--- src/adcts_pkg.sv ---
// Shared constants and types of the converter trigger sequencer
`default_nettype none
package adcts_pkg;

  ////////////////////////////////////////////////////////////////////////////
  // Register byte offsets on the APB slave
  localparam logic [7:0] ADDR_TRIG_CTRL = 8'h00; // adc_trigger_control
  localparam logic [7:0] ADDR_CONV_CTRL = 8'h04; // Start, mode and channel setup
  localparam logic [7:0] ADDR_STATUS = 8'h08; // Live sequencer state
  localparam logic [7:0] ADDR_IRQ_STAT = 8'h0c; // Sticky events, read only
  localparam logic [7:0] ADDR_IRQ_CLR = 8'h10; // Write one to clear, write only
  localparam logic [7:0] ADDR_IRQ_EN = 8'h14; // Event enables
  localparam logic [7:0] ADDR_RESULT0 = 8'h20; // First of four result words

  ////////////////////////////////////////////////////////////////////////////
  // Field positions
  localparam int TRIG_EN_LSB = 0; // trigger_source_enables [4:0]
  localparam int TRIG_RSVD_BIT = 5; // Unimplemented, reads zero
  localparam int DEPTH_LSB = 6; // buffer_depth_irq_select [7:6]
  localparam int CC_GO_BIT = 0; // Start/done
  localparam int CC_MULTI_BIT = 1; // multi_channel_enable
  localparam int CC_MODE_LSB = 2; // sequence_mode_select [3:2]
  localparam int CC_LOOP_BIT = 4; // Continuous loop when set
  localparam int CC_GSEL_LSB = 8; // group_channel_select, 2 bits per group A..D
  localparam int CC_ACQ_LSB = 16; // acquisition_time in converter clocks [23:16]
  localparam int ST_EMPTY_BIT = 0; // result_buffer_empty
  localparam int ST_BUSY_BIT = 1; // Sequence running
  localparam int ST_WPTR_LSB = 2; // Next result slot [3:2]
  localparam int EV_CONV_IRQ = 0; // converter_irq_flag
  localparam int EV_HW_TRIG = 1; // Hardware trigger accepted
  localparam int EV_DROPPED = 2; // Start request dropped while busy

  ////////////////////////////////////////////////////////////////////////////
  // Reset values and field codes
  localparam logic [7:0] TRIG_CTRL_RST = 8'h00;
  localparam logic [7:0] TRIG_WR_MASK = 8'hdf;
  localparam logic [2:0] IRQ_EN_RST = 3'h0;
  localparam logic [1:0] DEPTH_EACH = 2'h0;
  localparam logic [1:0] DEPTH_TWO_FOUR = 2'h1;
  localparam logic [1:0] DEPTH_FOUR = 2'h2;
  localparam logic [1:0] MODE_SEQ2 = 2'h0; // sequential_two_group
  localparam logic [1:0] MODE_SEQ4 = 2'h1; // sequential_four_group
  localparam logic [1:0] MODE_SIM2 = 2'h2; // simultaneous_two_group
  localparam logic [1:0] MODE_SIM4 = 2'h3; // simultaneous_four_group

  ////////////////////////////////////////////////////////////////////////////
  // Timing: converter clock period and the acquisition used when zero is programmed
  localparam int MCLK_NS = 8;
  localparam int TAD_NS = 400;
  localparam int TAD_CYC = (TAD_NS + MCLK_NS - 1) / MCLK_NS;
  localparam logic [7:0] ACQ_MIN_TAD = 8'h02;

  ////////////////////////////////////////////////////////////////////////////
  // Request to the sample-and-hold circuits and the converter core
  typedef struct packed {
    logic [1:0] sample; // Bit 0 holds group A/C or the single group, bit 1 group B/D
    logic start; // One-cycle conversion start
    logic [1:0] group; // Group to convert
    logic [1:0] chan; // Channel within the group
  } adcts_conv_req_t;

endpackage
`default_nettype wire

--- src/adcts_top.sv ---
// Converter trigger selector, start/done control and conversion sequencer
//
// Added by the designer: the APB register port and the register addresses.
`timescale 1ns/100ps
`default_nettype none
module adcts_top (
  input wire logic mclk, // System clock, 125 MHz
  input wire logic rst_n, // Asynchronous reset, active low
  input wire logic psel, // APB select
  input wire logic penable, // APB enable
  input wire logic pwrite, // APB direction, high for write
  input wire logic [7:0] paddr, // APB byte address
  input wire logic [31:0] pwdata, // APB write data
  output logic [31:0] prdata, // APB read data
  output logic pready, // APB ready
  output logic pslverr, // APB error on unmapped address
  input wire logic [4:0] trig_in, // Pin, overflow, capture, compare, PWM
  output adcts_pkg::adcts_conv_req_t conv_req, // To sample-and-hold and core
  input wire logic conv_done, // Core finished, one-cycle pulse
  input wire logic [9:0] conv_result, // Core result, valid with conv_done
  output logic irq // Level interrupt
);
  import adcts_pkg::*;

  typedef enum logic [1:0] {S_IDLE, S_ACQ, S_START, S_WAIT} adcts_state_t;

  ////////////////////////////////////////////////////////////////////////////
  // Reset release
  logic [1:0] rst_pipe_r; // Release synchroniser
  logic rst_s_n; // Synchronised reset used everywhere

  // Assert at once, release after two edges
  always_ff @(posedge mclk or negedge rst_n) begin
    if (!rst_n) begin
      rst_pipe_r <= 2'h0;
    end else begin
      rst_pipe_r <= {rst_pipe_r[0], 1'b1};
    end
  end
  assign rst_s_n = rst_pipe_r[1];

  ////////////////////////////////////////////////////////////////////////////
  // Declarations
  logic [7:0] trig_ctrl_r; // adc_trigger_control
  logic go_r; // Start/done bit
  logic multi_r; // multi_channel_enable
  logic [1:0] mode_r; // sequence_mode_select
  logic loop_r; // Continuous loop
  logic [7:0] gsel_r; // group_channel_select, A in low bits
  logic [7:0] acq_r; // acquisition_time
  logic [2:0] stat_r; // Sticky events
  logic [2:0] irq_en_r; // Event enables
  logic irq_r; // Interrupt flop
  logic pready_r; // APB ready flop
  logic pslverr_r; // APB error flop
  logic [31:0] prdata_r; // APB read data flop
  logic [4:0] trig_s1_r; // First synchroniser stage
  logic [4:0] trig_s2_r; // Second synchroniser stage
  logic [4:0] trig_d_r; // Previous synchronised level
  logic [4:0] trig_rise; // One-cycle rising edges
  logic hw_fire; // Enabled hardware event
  adcts_state_t state_r; // Sequencer state
  logic [1:0] step_r; // Group index in the sequence
  logic [5:0] tad_cnt_r; // Converter clock divider
  logic tad_tick; // Converter clock enable
  logic [7:0] acq_cnt_r; // Acquisition progress in converter clocks
  logic [7:0] acq_len; // Acquisition length in converter clocks
  logic [9:0] res_mem_r [4]; // Result buffer
  logic [1:0] wptr_r; // Next result slot
  logic empty_r; // result_buffer_empty
  adcts_conv_req_t req_r; // Converter request flops
  logic wr_fire; // APB write completes this edge
  logic rd_take; // APB read data captured this edge
  logic sw_go; // Software start write
  logic start_req; // New sequence begins
  logic sim; // Simultaneous sampling selected
  logic [1:0] last_step; // Final group index
  logic [1:0] cur_group; // Group being handled
  logic wr_res; // Result written this edge
  logic seq_end; // Last conversion done
  logic depth_hit; // Loop-mode interrupt point
  logic irq_evt; // converter_irq_flag event
  logic [2:0] stat_set; // Events this cycle
  logic [31:0] rd_data; // Read mux
  logic rd_ok; // Address is mapped

  ////////////////////////////////////////////////////////////////////////////
  // Trigger capture: two flops, then edge detect on the clean copy
  always_ff @(posedge mclk or negedge rst_s_n) begin
    if (!rst_s_n) begin
      trig_s1_r <= 5'h00;
      trig_s2_r <= 5'h00;
      trig_d_r <= 5'h00;
    end else begin
      trig_s1_r <= trig_in;
      trig_s2_r <= trig_s1_r;
      trig_d_r <= trig_s2_r;
    end
  end

  // Per-source edge and enable gate
  genvar gi;
  generate
    for (gi = 0; gi < 5; gi++) begin : g_trig
      assign trig_rise[gi] = trig_s2_r[gi] & ~trig_d_r[gi] & trig_ctrl_r[TRIG_EN_LSB + gi];
    end
  endgenerate
  // Any enabled edge starts when idle; zero enables never fire
  assign hw_fire = |trig_rise;

  ////////////////////////////////////////////////////////////////////////////
  // APB handshake: ready comes one cycle into the access phase
  assign rd_take = psel & penable & ~pready_r & ~pwrite;
  assign wr_fire = psel & penable & pready_r & pwrite;
  assign sw_go = wr_fire & (paddr == ADDR_CONV_CTRL) & pwdata[CC_GO_BIT];

  // Ready, error and read data
  always_ff @(posedge mclk or negedge rst_s_n) begin
    if (!rst_s_n) begin
      pready_r <= 1'b0;
      pslverr_r <= 1'b0;
      prdata_r <= 32'h0;
    end else begin
      pready_r <= psel & penable & ~pready_r;
      if (psel & penable & ~pready_r) begin
        pslverr_r <= ~rd_ok;
      end
      if (rd_take) begin
        prdata_r <= rd_data;
      end
    end
  end

  // Read mux; write-only clear register reads zero
  always_comb begin
    rd_data = 32'h0;
    rd_ok = 1'b1;
    unique case (paddr)
      ADDR_TRIG_CTRL: rd_data[7:0] = trig_ctrl_r & TRIG_WR_MASK;
      ADDR_CONV_CTRL: rd_data = {8'h00, acq_r, gsel_r, 3'h0, loop_r, mode_r, multi_r, go_r};
      ADDR_STATUS: rd_data[3:0] = {wptr_r, state_r != S_IDLE, empty_r};
      ADDR_IRQ_STAT: rd_data[2:0] = stat_r;
      ADDR_IRQ_CLR: rd_data = 32'h0;
      ADDR_IRQ_EN: rd_data[2:0] = irq_en_r;
      ADDR_RESULT0: rd_data[9:0] = res_mem_r[0];
      ADDR_RESULT0 + 8'h04: rd_data[9:0] = res_mem_r[1];
      ADDR_RESULT0 + 8'h08: rd_data[9:0] = res_mem_r[2];
      ADDR_RESULT0 + 8'h0c: rd_data[9:0] = res_mem_r[3];
      default: rd_ok = 1'b0; // Unmapped: error, zero data
    endcase
  end

  ////////////////////////////////////////////////////////////////////////////
  // Software setup registers
  always_ff @(posedge mclk or negedge rst_s_n) begin
    if (!rst_s_n) begin
      trig_ctrl_r <= TRIG_CTRL_RST;
      multi_r <= 1'b0;
      mode_r <= 2'h0;
      loop_r <= 1'b0;
      gsel_r <= 8'h00;
      acq_r <= 8'h00;
      irq_en_r <= IRQ_EN_RST;
    end else if (wr_fire) begin
      if (paddr == ADDR_TRIG_CTRL) begin
        trig_ctrl_r <= pwdata[7:0] & TRIG_WR_MASK;
      end
      // Mode changes mid-sequence would corrupt step order, so they are ignored while busy
      if (paddr == ADDR_CONV_CTRL && state_r == S_IDLE) begin
        multi_r <= pwdata[CC_MULTI_BIT];
        mode_r <= pwdata[CC_MODE_LSB +: 2];
        gsel_r <= pwdata[CC_GSEL_LSB +: 8];
        acq_r <= pwdata[CC_ACQ_LSB +: 8];
      end
      // Loop bit may drop at any time to end a running loop
      if (paddr == ADDR_CONV_CTRL) begin
        loop_r <= pwdata[CC_LOOP_BIT];
      end
      if (paddr == ADDR_IRQ_EN) begin
        irq_en_r <= pwdata[2:0];
      end
    end
  end

  ////////////////////////////////////////////////////////////////////////////
  // Sequence shape
  assign sim = multi_r & mode_r[1];
  // Last group: single 0, two-group 1, four-group 3
  assign last_step = !multi_r ? 2'h0 : (mode_r[0] ? 2'h3 : 2'h1);
  assign cur_group = multi_r ? step_r : mode_r;
  assign start_req = state_r == S_IDLE && (sw_go || hw_fire);
  assign wr_res = state_r == S_WAIT && conv_done;
  assign seq_end = wr_res && step_r == last_step;
  assign acq_len = (acq_r == 8'h00) ? ACQ_MIN_TAD : acq_r;

  // Converter clock enable, free running
  assign tad_tick = tad_cnt_r == 6'(TAD_CYC - 1);
  always_ff @(posedge mclk or negedge rst_s_n) begin
    if (!rst_s_n) begin
      tad_cnt_r <= 6'h00;
    end else begin
      tad_cnt_r <= tad_tick ? 6'h00 : tad_cnt_r + 6'h01;
    end
  end

  ////////////////////////////////////////////////////////////////////////////
  // Sequencer: acquire, start, wait for the core
  always_ff @(posedge mclk or negedge rst_s_n) begin
    if (!rst_s_n) begin
      state_r <= S_IDLE;
      step_r <= 2'h0;
      acq_cnt_r <= 8'h00;
    end else begin
      unique case (state_r)
        S_IDLE: begin
          if (start_req) begin
            state_r <= S_ACQ;
            step_r <= 2'h0;
            acq_cnt_r <= 8'h00;
          end
        end
        S_ACQ: begin
          // Sample for the programmed number of converter clocks, two when it is zero
          if (tad_tick) begin
            acq_cnt_r <= acq_cnt_r + 8'h01;
            if (acq_cnt_r + 8'h01 >= acq_len) begin
              state_r <= S_START;
            end
          end
        end
        S_START: state_r <= S_WAIT;
        S_WAIT: begin
          if (seq_end) begin
            // Loop restarts at step 0 (group A when multi-group); single-shot goes idle
            state_r <= loop_r ? S_ACQ : S_IDLE;
            step_r <= 2'h0;
            acq_cnt_r <= 8'h00;
          end else if (wr_res) begin
            step_r <= step_r + 2'h1;
            acq_cnt_r <= 8'h00;
            // Second of a simultaneous pair is already held
            state_r <= (sim && !step_r[0]) ? S_START : S_ACQ;
          end
        end
      endcase
    end
  end

  // Start/done: set by any start, cleared when a non-looping sequence ends
  always_ff @(posedge mclk or negedge rst_s_n) begin
    if (!rst_s_n) begin
      go_r <= 1'b0;
    end else if (start_req) begin
      go_r <= 1'b1;
    end else if (seq_end && !loop_r) begin
      go_r <= 1'b0;
    end
  end

  ////////////////////////////////////////////////////////////////////////////
  // Requests to sample-and-hold and core
  always_ff @(posedge mclk or negedge rst_s_n) begin
    if (!rst_s_n) begin
      req_r <= '0;
    end else begin
      req_r.start <= state_r == S_START;
      req_r.group <= cur_group;
      req_r.chan <= gsel_r[{cur_group, 1'b0} +: 2];
      if (state_r != S_ACQ) begin
        req_r.sample <= 2'h0;
      end else if (sim) begin
        req_r.sample <= 2'h3;
      end else begin
        req_r.sample <= step_r[0] ? 2'h2 : 2'h1;
      end
    end
  end

  ////////////////////////////////////////////////////////////////////////////
  // Result buffer and empty flag
  always_ff @(posedge mclk or negedge rst_s_n) begin
    if (!rst_s_n) begin
      wptr_r <= 2'h0;
      empty_r <= 1'b1;
    end else if (start_req) begin
      wptr_r <= 2'h0;
      empty_r <= 1'b1;
    end else if (wr_res) begin
      wptr_r <= wptr_r + 2'h1;
      empty_r <= 1'b0;
    end
  end

  // Result storage; no reset needed on data
  always_ff @(posedge mclk) begin
    if (wr_res) begin
      res_mem_r[wptr_r] <= conv_result;
    end
  end

  ////////////////////////////////////////////////////////////////////////////
  // Interrupt point: depth field only counts in loop mode
  always_comb begin
    unique case (trig_ctrl_r[DEPTH_LSB +: 2])
      DEPTH_EACH: depth_hit = 1'b1;
      DEPTH_TWO_FOUR: depth_hit = wptr_r[0];
      DEPTH_FOUR: depth_hit = wptr_r == 2'h3;
      default: depth_hit = 1'b0; // Unimplemented code never fires
    endcase
  end
  // Single-shot flags at sequence end, whatever the depth field says
  assign irq_evt = loop_r ? (wr_res && depth_hit) : seq_end;
  assign stat_set = {(sw_go || hw_fire) && state_r != S_IDLE, hw_fire && state_r == S_IDLE, irq_evt};

  // Sticky events: set beats a clear in the same cycle
  always_ff @(posedge mclk or negedge rst_s_n) begin
    if (!rst_s_n) begin
      stat_r <= 3'h0;
      irq_r <= 1'b0;
    end else begin
      if (wr_fire && paddr == ADDR_IRQ_CLR) begin
        stat_r <= (stat_r & ~pwdata[2:0]) | stat_set;
      end else begin
        stat_r <= stat_r | stat_set;
      end
      irq_r <= |(stat_r & irq_en_r);
    end
  end

  assign prdata = prdata_r;
  assign pready = pready_r;
  assign pslverr = pslverr_r;
  assign conv_req = req_r;
  assign irq = irq_r;
endmodule // adcts_top
`default_nettype wire

--- config.mk ---
export PLATFORM = sky130hd
export DESIGN_NAME = adcts_top
export DESIGN_NICKNAME = d
export VERILOG_FILES = /design/src/adcts_pkg.sv /design/src/adcts_top.sv
export SDC_FILE = /design/constraint.sdc
export NUM_CORES = 1
export LEC_CHECK = 0
export CAP_MARGIN = 25
export CELL_PAD_IN_SITES_DETAIL_PLACEMENT = 1
export CELL_PAD_IN_SITES_GLOBAL_PLACEMENT = 1
export CORE_ASPECT_RATIO = 0.75
export CORE_UTILIZATION = 51
export CTS_CLUSTER_DIAMETER = 120
export DETAILED_ROUTE_END_ITERATION = 6
export DONT_BUFFER_PORTS = 1
export GPL_TIMING_DRIVEN = 0
export PLACE_DENSITY = 0.84
export SKIP_LAST_GASP = 1
export SLEW_MARGIN = 5
export SYNTH_ARGS = -nofsm -noshare
export SYNTH_HDL_FRONTEND = slang
export SYNTH_SLANG_ARGS = --single-unit
--- constraint.sdc ---
create_clock -name mclk -period 4.1 [get_ports mclk]
set_clock_uncertainty 0.2 [all_clocks]
set_input_delay 0.615 -clock mclk [delete_from_list [all_inputs] [get_ports mclk]]
set_output_delay 0.615 -clock mclk [all_outputs]
set_load 0.1 [all_outputs]
# == Word level (Yosys, flattened, before mapping) ==
# Memories as Yosys holds them, arrays and structs flattened.
# Index checks and enable logic that the tools add are counted.
# op_classes
shift,1
muxes,42
n_reduce_logical,32
n_addsub,4
eq_ne,22
magnitude_cmp,1
n_bitwise,31
# ops
op,count
8-bit two-way mux,5
2-bit two-way mux,17
"8-bit by 6-bit == test with 1-bit output, second input constant",4
3-bit case mux with 9 select lines,1
4-bit case mux with 6 select lines,1
8-bit case mux with 3 select lines,1
1-bit AND,18
"8-bit by 4-bit == test with 1-bit output, second input constant",2
"8-bit by 5-bit == test with 1-bit output, second input constant",2
8-bit logical NOT,2
14-bit two-way mux,1
1-bit logical AND,10
2-bit case mux with 5 select lines,1
10-bit OR reduction,1
1-bit two-way mux,9
"8-bit by 1-bit adder with 8-bit output, second input constant",1
"2-bit == test, second input constant",4
"8-bit by 3-bit == test with 1-bit output, second input constant",1
8-bit >= comparator,1
1-bit inverter,8
2-bit case mux with 4 select lines,1
2-bit AND reduction,4
4-bit AND reduction,2
2-bit nonzero test,4
24 further kinds,32
# word_totals
output_inout_bits,42
regBits,114
inputBits,61
memories,1
mem_bits_rw,40
word_cells,161
# mem_list
memory,words,width,read_ports,rd_ports_with_merged_regs,wr,line,source
res_mem_r,4,10,4,0,1,adcts_top.sv:68,logic [9:0] res_mem_r [4];

# == Logic depth before layout (Yosys ltp) ==
# Gate-level depths: netlist (run 1).
# logic_depth
depth_word,9
depth_mapped,10
depth_no_buf,10

# == Least setup slack after synthesis (run 1) ==
# No wires, ideal clock.
# synth_timing
path_type,flip-flop to flip-flop
startpoint,register pready_r (netlist: pready)
endpoint,register step_r[1]
stages_incl_launch_ff,6
period_less_slack_ns,2.990
arrival_time_ns,2.725
setup_ns,0.065
setup_slack_ns,1.110
path_buffers,0
required_ns,3.835
cell_sequence,dfrtp_1 nand4_1 o41a_1 a311o_1 or4_1 nand2_1
# synth_via
elab_chain_cells,8
# synth_lines
item,line,source
start: declaration,adcts_top.sv:54,logic pready_r;
start signal: assignment,adcts_top.sv:124,pready_r <= psel & penable & ~pready_r;
1-bit AND (2 in series),adcts_top.sv:114,assign wr_fire = psel & penable & pready_r & pwrite;
1-bit AND (2 in series),adcts_top.sv:115,assign sw_go = wr_fire & (paddr == ADDR_CONV_CTRL) & pwdata[CC_GO_BIT];
1-bit logical OR,adcts_top.sv:191,assign start_req = state_r == S_IDLE && (sw_go || hw_fire);
1-bit logical AND,adcts_top.sv:191,
2-bit != test (no line),--,
3-bit AND reduction (no line),--,
end signal: assignment,adcts_top.sv:239,step_r <= step_r + 2'h1;
end: declaration,adcts_top.sv:63,logic [1:0] step_r;
# No other way between the ends.
# A chain may end at the register's enable or synchronous reset.

# == Final worst setup path (run 1) ==
# layout_timing
startpoint,register pready_r (netlist: pready)
endpoint,register gsel_r[3]
# layout_via
elab_chain_cells,3
# layout_lines
item,line,source
1-bit AND (2 in series),adcts_top.sv:114,
2-bit AND reduction (no line),--,
end signal: assignment,adcts_top.sv:172,gsel_r <= pwdata[CC_GSEL_LSB +: 8];
end: declaration,adcts_top.sv:49,logic [7:0] gsel_r;
# No other way between the ends.

==> flow_summary.json, run 1 <==
{
  "r2r_setup_slack_ns": 0.66,
  "hpwl_mm": 12.0,
  "r2r-start": "pready",
  "synth_top_family_by_area": "compound AO/OA/AOI/OAI gates",
  "p_leak_uw": 0.00313,
  "critPathRequiredTime_ns": 4.20,
  "cts_buffer_depth": 2,
  "crit_arrival_ns": 3.54,
  "async_flop_share_pct": 72.6,
  "final-max-slew-violation-count": 0,
  "row_count": 35,
  "synthCells": 508,
  "ys_seq_area_share_pct": 60.2,
  "grt_max_degree": 67,
  "ys_ff_latch": 146,
  "powerDensity_nw_per_um2": 537,
  "ir_worst_vdd_mv": 0.408,
  "grt_overflow": 0,
  "setup_viol": 0,
  "cts_tree": "yes",
  "max_clock_freq_mhz": 290,
  "synth_compound_area_share_pct": 11.5,
  "cts.sinks": 146,
  "portBuffers": 0,
  "yosysUniqueCellTypes": 58,
  "cp_num_buf_inv": 1,
  "yosys_warnings": 0,
  "synth-edff-count": 40,
  "grt_pass1_vias": 4877,
  "yosys.area_share.simple_pct": 10.1,
  "layout_commonest_cell": "dfrtp_1",
  "avgViaCountPerCell": 6.26,
  "drt-wirelength-per-cell_um": 24.0,
  "status": "completed",
  "htree_levels": 4,
  "whs_endpoint": "trig_s1_r[4]",
  "reg2reg_to": "gsel_r[3]",
  "synth_area_um2": 6400,
  "slowest_stage": "dfrtp_1",
  "multi_input_area_um2": 2350,
  "grt_pass1_wl_mm": 27.7,
  "wl_mm": 17.2,
  "place.gp.congestion": 0.867,
  "nNetsFinal": 619,
  "firstDrtPassIters": 5,
  "nFillCells": 1251,
  "synth_flop_cell": "dfrtp_1",
  "worstMarginPinSlew_ns": 0.968,
  "maxCapViolCount": 0,
  "critical_path_class": "reg -> reg",
  "hold_path_depth": 0,
  "synthAdderAreaFrac_pct": 3.72,
  "fin_crit_ns": 3.44,
  "final_cell_mix": "dfrtp_1 (104), edfxtp_1 (40), nand2_1 (38)",
  "hold_slack_ns": 0.0218,
  "clock_latency_ns": 0.42,
  "numCtsBuffers": 17,
  "syn_to_final_growth_pct": 13.5,
  "finalCritPeriodShare_pct": 84.0,
  "synth_mux_area_share_pct": 9.31,
  "syn_avg_cell_area_um2": 12.6,
  "fin_setup_tns_ns": 0,
  "dr.first_iter.drc_count": 387,
  "drcViolationCount": 0,
  "crit_family": "simple AND/OR/NAND/NOR gates",
  "critPathCaptureType": "flip-flop",
  "dieArea_um2": 13000,
  "antenna_cells": 0,
  "pin_count": 103,
  "synth-xor-area-share_pct": 1.51,
  "crit_fanout": 10,
  "cts_setup_buffers": 0,
  "grtUsageTotal_pct": 28.4,
  "rsz0062_at_grt": "false",
  "cts_resized": 0,
  "core-area_um2": 12300,
  "cp_cell_sequence": "nand4_1, nor3_1, nand2_1, clkbuf_1, mux2_2",
  "drive_gt1_share_pct": 15.6,
  "r2r_cells": 5,
  "vias": 4495,
  "min_from": "trig_in[4]",
  "seqCellArea_um2": 3860,
  "antenna_left": 0,
  "timing.final.hold_violations": 0,
  "die_w_um": 131,
  "hp-class": "in -> reg",
  "cts_root_buffer": "clkbuf_16",
  "die_h_um": 99.0,
  "antenna_found_initial": 1,
  "slew_headroom_pct": 35.4,
  "initial_core_util_pct": 52.2,
  "slowest_delay_ns": 0.96,
  "cp-start-kind": "flip-flop",
  "clk_pin_slew_ns": 0.06
}
## state kept, by name, summed over array words and instances, names as in the netlist, 6 cells and up
signal       count
gsel_r           8
res_mem_r       40
prdata          24
conv_req         7
trig_ctrl_r      7
acq_r            8
tad_cnt_r        6
acq_cnt_r        8
## cell usage after synthesis (5+ instances only)
master | instances | area [µm²]
mux4_2 | 6 | 135
inv_1 | 18 | 67.6
a21oi_1 | 11 | 55.1
mux2_2 | 32 | 360
dfrtp_1 | 105 | 2630
nand3_1 | 12 | 60.1
nor3_1 | 9 | 45.0
nor4_1 | 5 | 31.3
edfxtp_1 | 40 | 1200
a22oi_1 | 6 | 45.0
a31oi_1 | 8 | 50.1
o21ai_0 | 28 | 140
buf_4 | 9 | 67.6
and3_1 | 6 | 37.5
a22o_1 | 19 | 166
ha_1 | 19 | 238
a21o_1 | 5 | 37.5
nor2b_1 | 9 | 56.3
nand2_1 | 38 | 143
clkbuf_1 | 17 | 63.8
mux2i_1 | 10 | 100
a32oi_1 | 5 | 43.8
xnor2_1 | 7 | 61.3
nor2_1 | 25 | 93.8
## metal layers
metal	part of all wire, %	track usage (%)	routed length [µm]	vias up
li1	-	-	-	1925
met1	42	36.4	7160	2309
met2	48	45.5	8220	226
met5	0.046	0	8	-
met4	2.1	11.2	368	2
met3	8.4	8.59	1460	33
## stage by stage
step	power [µW]	cells	worst slack (ns)	util, %	cell area (µm²)
after floorplan	2200	515	0.730	-	6420
after global placement	2330	681	-0.257	54.1	6630
after detailed placement	2390	683	0.738	54.4	6670
after CTS	3900	716	0.698	59.1	7250
after global routing	4050	718	0.526	59.2	7260
final	3900	718	0.657	59.2	7260
## where the power goes
part | internal [µW] | leakage, µW | switching [µW]
registers | 1600 | 0.00176 | 174
logic | 201 | 0.00109 | 411
clock network | 894 | 0.000277 | 617
## logic make-up after synthesis
| group | after synthesis |
|---|---|
| DFF | 146 |
| other | 2 |
| adders and majority gates | 19 |
| muxes | 48 |
| AOI/OAI and AO/OA | 105 |
| buffers and inverters | 48 |
| xor gates and xnor gates | 11 |
| and+or+nand+nor | 129 |
## worst max path at each step
stage / to / cells past startpoint / slack (ns) / start
after floorplan: acq_cnt_r[0] / 0 / 0.73 / rst_pipe_r[1]
after global placement: wptr_r[0] / 0 / -0.26 / rst_pipe_r[1]
after detailed placement: trig_ctrl_r[7] / 5 / 0.74 / paddr[2]
after CTS: gsel_r[3] / 5 / 0.70 / pready
after global routing: gsel_r[3] / 5 / 0.53 / pready
final: gsel_r[3] / 5 / 0.66 / pready
## worst register-to-register path, stage by stage, from the launching register on
cell and delay, ns:
dfrtp_1 0.96, nand4_1 0.47, nor3_1 0.45, nand2_1 0.43, clkbuf_1 0.44, mux2_2 0.39
## timing repair
item | 4_1_cts | 5_1_grt
setup endpoints to repair | 0 | 0
hold buffers | 1 | 0
hold endpoints to repair | 2 | 0
## final cells by class
cell class | instances | share of cell area [%]
Clock inverter | 10 | 1.33
Sequential cell | 146 | 53.1
Tap cell | 166 | 2.86
Buffer | 30 | 2.14
Multi-Input combinational cell | 321 | 32.3
Timing Repair Buffer | 5 | 0.758
Clock buffer | 22 | 6.55
Inverter | 18 | 0.930
(Power assumes the default switching activity.)
==> run 2: changes to the inputs <==
--- a/config.mk
+++ b/config.mk
@@ -9,12 +9,12 @@
 export CELL_PAD_IN_SITES_DETAIL_PLACEMENT = 1
 export CELL_PAD_IN_SITES_GLOBAL_PLACEMENT = 1
 export CORE_ASPECT_RATIO = 0.75
-export CORE_UTILIZATION = 51
+export CORE_UTILIZATION = 46
 export CTS_CLUSTER_DIAMETER = 120
 export DETAILED_ROUTE_END_ITERATION = 6
 export DONT_BUFFER_PORTS = 1
 export GPL_TIMING_DRIVEN = 0
-export PLACE_DENSITY = 0.84
+export PLACE_DENSITY = 0.8
 export SKIP_LAST_GASP = 1
 export SLEW_MARGIN = 5
 export SYNTH_ARGS = -nofsm -noshare
==> constraint.sdc (replaced) <==
create_clock -name mclk -period 3.05 [get_ports mclk]
set_clock_uncertainty 0.2 [all_clocks]
set_input_delay 0.4575 -clock mclk [delete_from_list [all_inputs] [get_ports mclk]]
set_output_delay 0.4575 -clock mclk [all_outputs]
set_load 0.1 [all_outputs]
==> run 2 against run 1 <==
Net effect: the flow now finishes with violations (DRC); register-to-register slack worse by 0.43 ns; critical path depth up 5; setup slack got worse by 0.43 ns; largest cell class unchanged.
==> flow_summary.json, run 2 (synthesis gave the netlist of run 1 again) <==
{
  "status": "finished with violations",
  "failed_checks": "DRC",
  "place.gp.congestion": 0.845,
  "min_from": "psel",
  "grtUsageTotal_pct": 26.6,
  "crit_arrival_ns": 2.98,
  "portBuffers": 0,
  "grt_pass1_wl_mm": 28.7,
  "fin_ws_ns": 0.224,
  "nNetsFinal": 659,
  "avgViaCountPerCell": 6.01,
  "largest_register_ffs": 40,
  "setup_viol": 0,
  "cp_cell_sequence": "ha_1, nand3_1, nor2_1, xor2_1, ha_1, a21o_1, a2111oi_2, o2bb2ai_2, and2_1, a31oi_1",
  "cts_tree": "yes",
  "dieArea_um2": 14400,
  "dr.first_iter.drc_count": 218,
  "r2r_cells": 10,
  "hp-class": "in -> reg",
  "firstDrtPassIters": 7,
  "regMostFlops": "res_mem_r",
  "antenna_left": 0,
  "drcViolationCount": 14,
  "slew_headroom_pct": 31.3,
  "final_cell_mix": "dfrtp_1 (102), dlygate4sd3_1 (40), edfxtp_1 (40)",
  "hold_path_depth": 2,
  "critPathRequiredTime_ns": 3.20,
  "drt-wirelength-per-cell_um": 23.3,
  "pin_count": 103,
  "slowest_delay_ns": 0.43,
  "layout_commonest_cell": "dfrtp_1",
  "vias": 4584,
  "hold_slack_ns": 0.0123,
  "initial_core_util_pct": 48.2,
  "clk_pin_slew_ns": 0.06,
  "maxCapViolCount": 0,
  "max_clock_freq_mhz": 354,
  "row_count": 36,
  "wl_mm": 17.8,
  "nFillCells": 1330,
  "die_h_um": 104,
  "seqCellArea_um2": 3860,
  "antenna_cells": 0,
  "die_w_um": 138,
  "final-max-slew-violation-count": 0,
  "r2r_setup_slack_ns": 0.22,
  "pre_cts_ws_ns": -0.357,
  "numCtsBuffers": 17,
  "grt_max_degree": 61,
  "cts_buffer_depth": 2,
  "drive_gt1_share_pct": 16.4,
  "grt_overflow": 0,
  "core-area_um2": 13300,
  "clock_latency_ns": 0.44,
  "cts_root_buffer": "clkbuf_16",
  "placed_cell_area_um2": 6690,
  "worstMarginPinSlew_ns": 1.03,
  "powerDensity_nw_per_um2": 698,
  "grt_pass1_vias": 5070,
  "timing.final.hold_violations": 0,
  "critical_path_class": "reg -> reg",
  "crit_fanout": 6,
  "rsz0062_at_grt": "false",
  "r2r-start": "acq_cnt_r[0]",
  "slowest_stage": "dfrtp_2",
  "cts.sinks": 146,
  "ir_worst_vdd_mv": 0.402,
  "antenna_found_initial": 0,
  "fin_crit_ns": 2.83,
  "finalInstanceArea_um2": 7730,
  "cp-start-kind": "flip-flop",
  "reg2reg_to": "state_r[1]",
  "p_leak_uw": 0.00331,
  "critPathCaptureType": "flip-flop",
  "p_total_uw": 5390,
  "crit_top_cell": "ha_1",
  "whs_endpoint": "pready",
  "finalCritPeriodShare_pct": 92.6,
  "syn_to_final_growth_pct": 20.8,
  "multi_input_area_um2": 2370,
  "cp_num_buf_inv": 0,
  "crit_family": "compound AO/OA/AOI/OAI gates",
  "hpwl_mm": 11.6,
  "htree_levels": 4
}
run 2: cell count changes in the layout (fill, tap and decap cells not counted), sizes merged:
cell           before  now
clkinv              2    4
clkbuf             40   37
clkdlybuf4s18       0    1
clkinvlp            2    1
inv                23   25
buf                16   17
dlygate4sd3         1   40
bufinv              1    0
run 2: layer usage:
layer  up-vias  wire [µm]  track usage (%)
met2       169       8430             41.9
met4         0        295             9.95
li1       2007          -                -
met5         -          0                0
met3        28       1290             8.33
met1      2380       7770             34.7
run 2: worst max path at each step:
| stage | start | endpoint | slack [ns] | cells after the start |
|---|---|---|---|---|
| floorplan | pready | step_r[1] | 0.06 | 5 |
| global placement | pready | gsel_r[0] | -0.30 | 5 |
| detailed placement | pready | acq_cnt_r[0] | -0.36 | 5 |
| CTS | acq_cnt_r[0] | state_r[1] | 0.05 | 10 |
| global route | acq_cnt_r[0] | state_r[0] | 0.04 | 10 |
| finish | acq_cnt_r[0] | state_r[1] | 0.22 | 10 |
run 2: through the flow:
step	instances	TNS, ns	util, %
floorplan	515	0	-
global placement	686	-5.17	50.0
detailed placement	689	-6.67	50.3
CTS	761	0	57.9
global route	763	0	58.2
finish	763	0	58.2
run 2: area by class of cell:
type                       count  share of cell area (%)
tap                          171                    2.77
clock buffer                  20                    6.33
timing repair buffer          45                    5.92
buffer                        30                    2.01
multi-input combinational    321                    30.7
clock inverter                12                    1.39
inverter                      18                   0.874
sequential                   146                    50.0
run 2: power breakdown:
group          internal [µW]  switching, µW  leakage [µW]
sequential              2160            233       0.00176
combinational            318            583       0.00126
clock                   1190            915      0.000294
total                   3660           1730       0.00331
run 2: repair_timing:
item                                    4_1_cts  5_1_grt
endpoints found under the hold margin        79        0
cloned                                        0        0
endpoints found under the setup margin       31       23
buffers inserted                              0        2
hold buffers                                 40        0
pin swaps                                     0        2
gates resized for setup                       3        6
run 2: worst reg2reg max path: cells and delay by family, from the launching register on:
kind	cells	cell delay, ns
xor+xnor	1	0.24
simple gates	3	0.47
fa+ha+maj	2	0.51
flops	1	0.43
compound gates	4	0.89
==> run 3: changes to the inputs <==
--- a/config.mk
+++ b/config.mk
@@ -9,6 +9,7 @@
 export CELL_PAD_IN_SITES_DETAIL_PLACEMENT = 1
 export CELL_PAD_IN_SITES_GLOBAL_PLACEMENT = 1
 export CORE_ASPECT_RATIO = 0.75
+export CORE_MARGIN = 5
 export CORE_UTILIZATION = 46
 export CTS_CLUSTER_DIAMETER = 120
 export DETAILED_ROUTE_END_ITERATION = 6
==> run 3 against run 2 <==
Net effect: the flow now finishes without violations; flip-flop and latch count unchanged; largest cell class unchanged; worst hold slack got worse by 0.0048 ns; highest routed layer unchanged; setup slack got worse by 0.11 ns; non-clock buffer count decreased by 3; via count increased by 0.31%; final cell count increased by 0.13%; first-iteration DRC count is 44% higher.
==> flow_summary.json, run 3 (synthesis gave the netlist of run 1 again) <==
{
  "drt-wirelength-per-cell_um": 23.7,
  "ir_worst_vdd_mv": 0.414,
  "powerDensity_nw_per_um2": 705,
  "slowest_stage": "dfrtp_4",
  "fin_setup_tns_ns": 0,
  "htree_levels": 4,
  "cts_setup_buffers": 0,
  "p_leak_uw": 0.00330,
  "cts.sinks": 146,
  "crit_fanout": 7,
  "timing.final.hold_violations": 0,
  "critical_path_class": "reg -> reg",
  "cts_tree": "yes",
  "largest_register_ffs": 40,
  "core-area_um2": 13700,
  "crit_family": "compound AO/OA/AOI/OAI gates",
  "grt_overflow": 0,
  "grt_max_degree": 71,
  "die_h_um": 112,
  "drive_gt1_share_pct": 16.0,
  "maxCapViolCount": 0,
  "numCtsBuffers": 17,
  "regMostFlops": "res_mem_r",
  "cts_buffer_depth": 2,
  "cp_num_buf_inv": 0,
  "crit_arrival_ns": 3.10,
  "firstDrtPassIters": 5,
  "nNetsFinal": 656,
  "pin_count": 103,
  "portBuffers": 0,
  "row_count": 37,
  "drcViolationCount": 0,
  "cp_cell_sequence": "nand4_1, o41a_1, a311o_1, or4_1, nand2_1",
  "antenna_found_initial": 0,
  "p_total_uw": 5440,
  "final_cell_mix": "dfrtp_1 (102), edfxtp_1 (40), dlygate4sd3_1 (39)",
  "hp-class": "in -> reg",
  "fin_crit_ns": 2.93,
  "wl_mm": 18.1,
  "critPathRequiredTime_ns": 3.22,
  "grt_pass1_vias": 5080,
  "clk_pin_slew_ns": 0.06,
  "rsz0062_at_grt": "true",
  "hpwl_mm": 12.0,
  "layout_commonest_cell": "dfrtp_1",
  "final-max-slew-violation-count": 0,
  "clock_latency_ns": 0.42,
  "grtUsageTotal_pct": 23.0,
  "cp-start-kind": "flip-flop",
  "status": "completed",
  "grt_pass1_wl_mm": 29.1,
  "dieArea_um2": 16400,
  "setup_viol": 0,
  "critPathCaptureType": "flip-flop",
  "die_w_um": 146,
  "antenna_cells": 0,
  "slowest_delay_ns": 0.62,
  "place.gp.congestion": 0.811,
  "cts_root_buffer": "clkbuf_16",
  "dr.first_iter.drc_count": 315,
  "avgViaCountPerCell": 6.02,
  "antenna_left": 0,
  "max_clock_freq_mhz": 341,
  "syn_to_final_growth_pct": 20.7,
  "slew_headroom_pct": 29.6,
  "initial_core_util_pct": 46.9,
  "worstMarginPinSlew_ns": 1.05,
  "finalCritPeriodShare_pct": 96.2,
  "vias": 4598,
  "nFillCells": 1336
}
[run 3: cell types whose count changed in the layout (fill, tap and decap cells not counted), sizes merged]
cell	change
bufinv	+3
inv	-3
clkbuf	-2
buf	-1
clkdlybuf4s18	-1
clkinv	+1
clkinvlp	+1
dlygate4sd3	-1
[run 3: through the flow]
stage	cells	instance area, µm²	hold WS (ns)	util, %	worst slack (ns)
5_1_grt	764	7720	0.00981	56.5	-0.0403
2_1_floorplan	515	6430	-0.0381	-	0.0596
3_3_place_gp	690	6650	-0.0380	48.7	-0.234
6_report	764	7720	0.00749	56.5	0.115
3_5_place_dp	692	6680	-0.0380	48.9	-0.390
4_1_cts	763	7680	0.00224	56.2	0.00133
[run 3: timing repair]
item,4_1_cts,5_1_grt
endpoints found under the setup margin,46,29
hold buffers,39,0
resized for setup,2,8
hold endpoints to repair,78,0
[run 3: path summary, 6_finish.rpt]
path	start	end	slack (ns)	depth (start not counted)
max	pready	step_r[1]	0.12	5
min	penable	pready	0.007	2
max reg2reg	pready	step_r[1]	0.12	5
min reg2reg	rst_pipe_r[1]	prdata[15]	0.09	0
max in group asynchronous	rst_pipe_r[1]	empty_r	1.81	1
min in group asynchronous	rst_n	rst_pipe_r[1]	0.07	1
[run 3: layout make-up]
| type | instances | area (µm²) | share of cell area (%) |
|---|---|---|---|
| inverters | 18 | 67.6 | 0.875 |
| clock buffers | 18 | 429 | 5.56 |
| flip-flops and latches | 146 | 3860 | 50.0 |
| multi-input cells | 321 | 2380 | 30.8 |
| plain buffers | 30 | 155 | 2.01 |
| well taps | 175 | 219 | 2.84 |
| repair buffers | 42 | 430 | 5.57 |
| clock inverters | 14 | 178 | 2.30 |
[run 3: metal layers]
metal | wire length, µm | up-vias | GRT usage, %
li1 | - | 2006 | -
met5 | 0 | - | 0
met1 | 7820 | 2362 | 30.3
met3 | 1270 | 40 | 6.46
met2 | 8580 | 190 | 36.6
met4 | 452 | 0 | 8.40
[run 3: power by group]
| part | internal (µW) | switching, µW |
|---|---|---|
| sequential | 2160 | 230 |
| combinational | 313 | 576 |
| clock | 1300 | 869 |
| total | 3770 | 1680 |
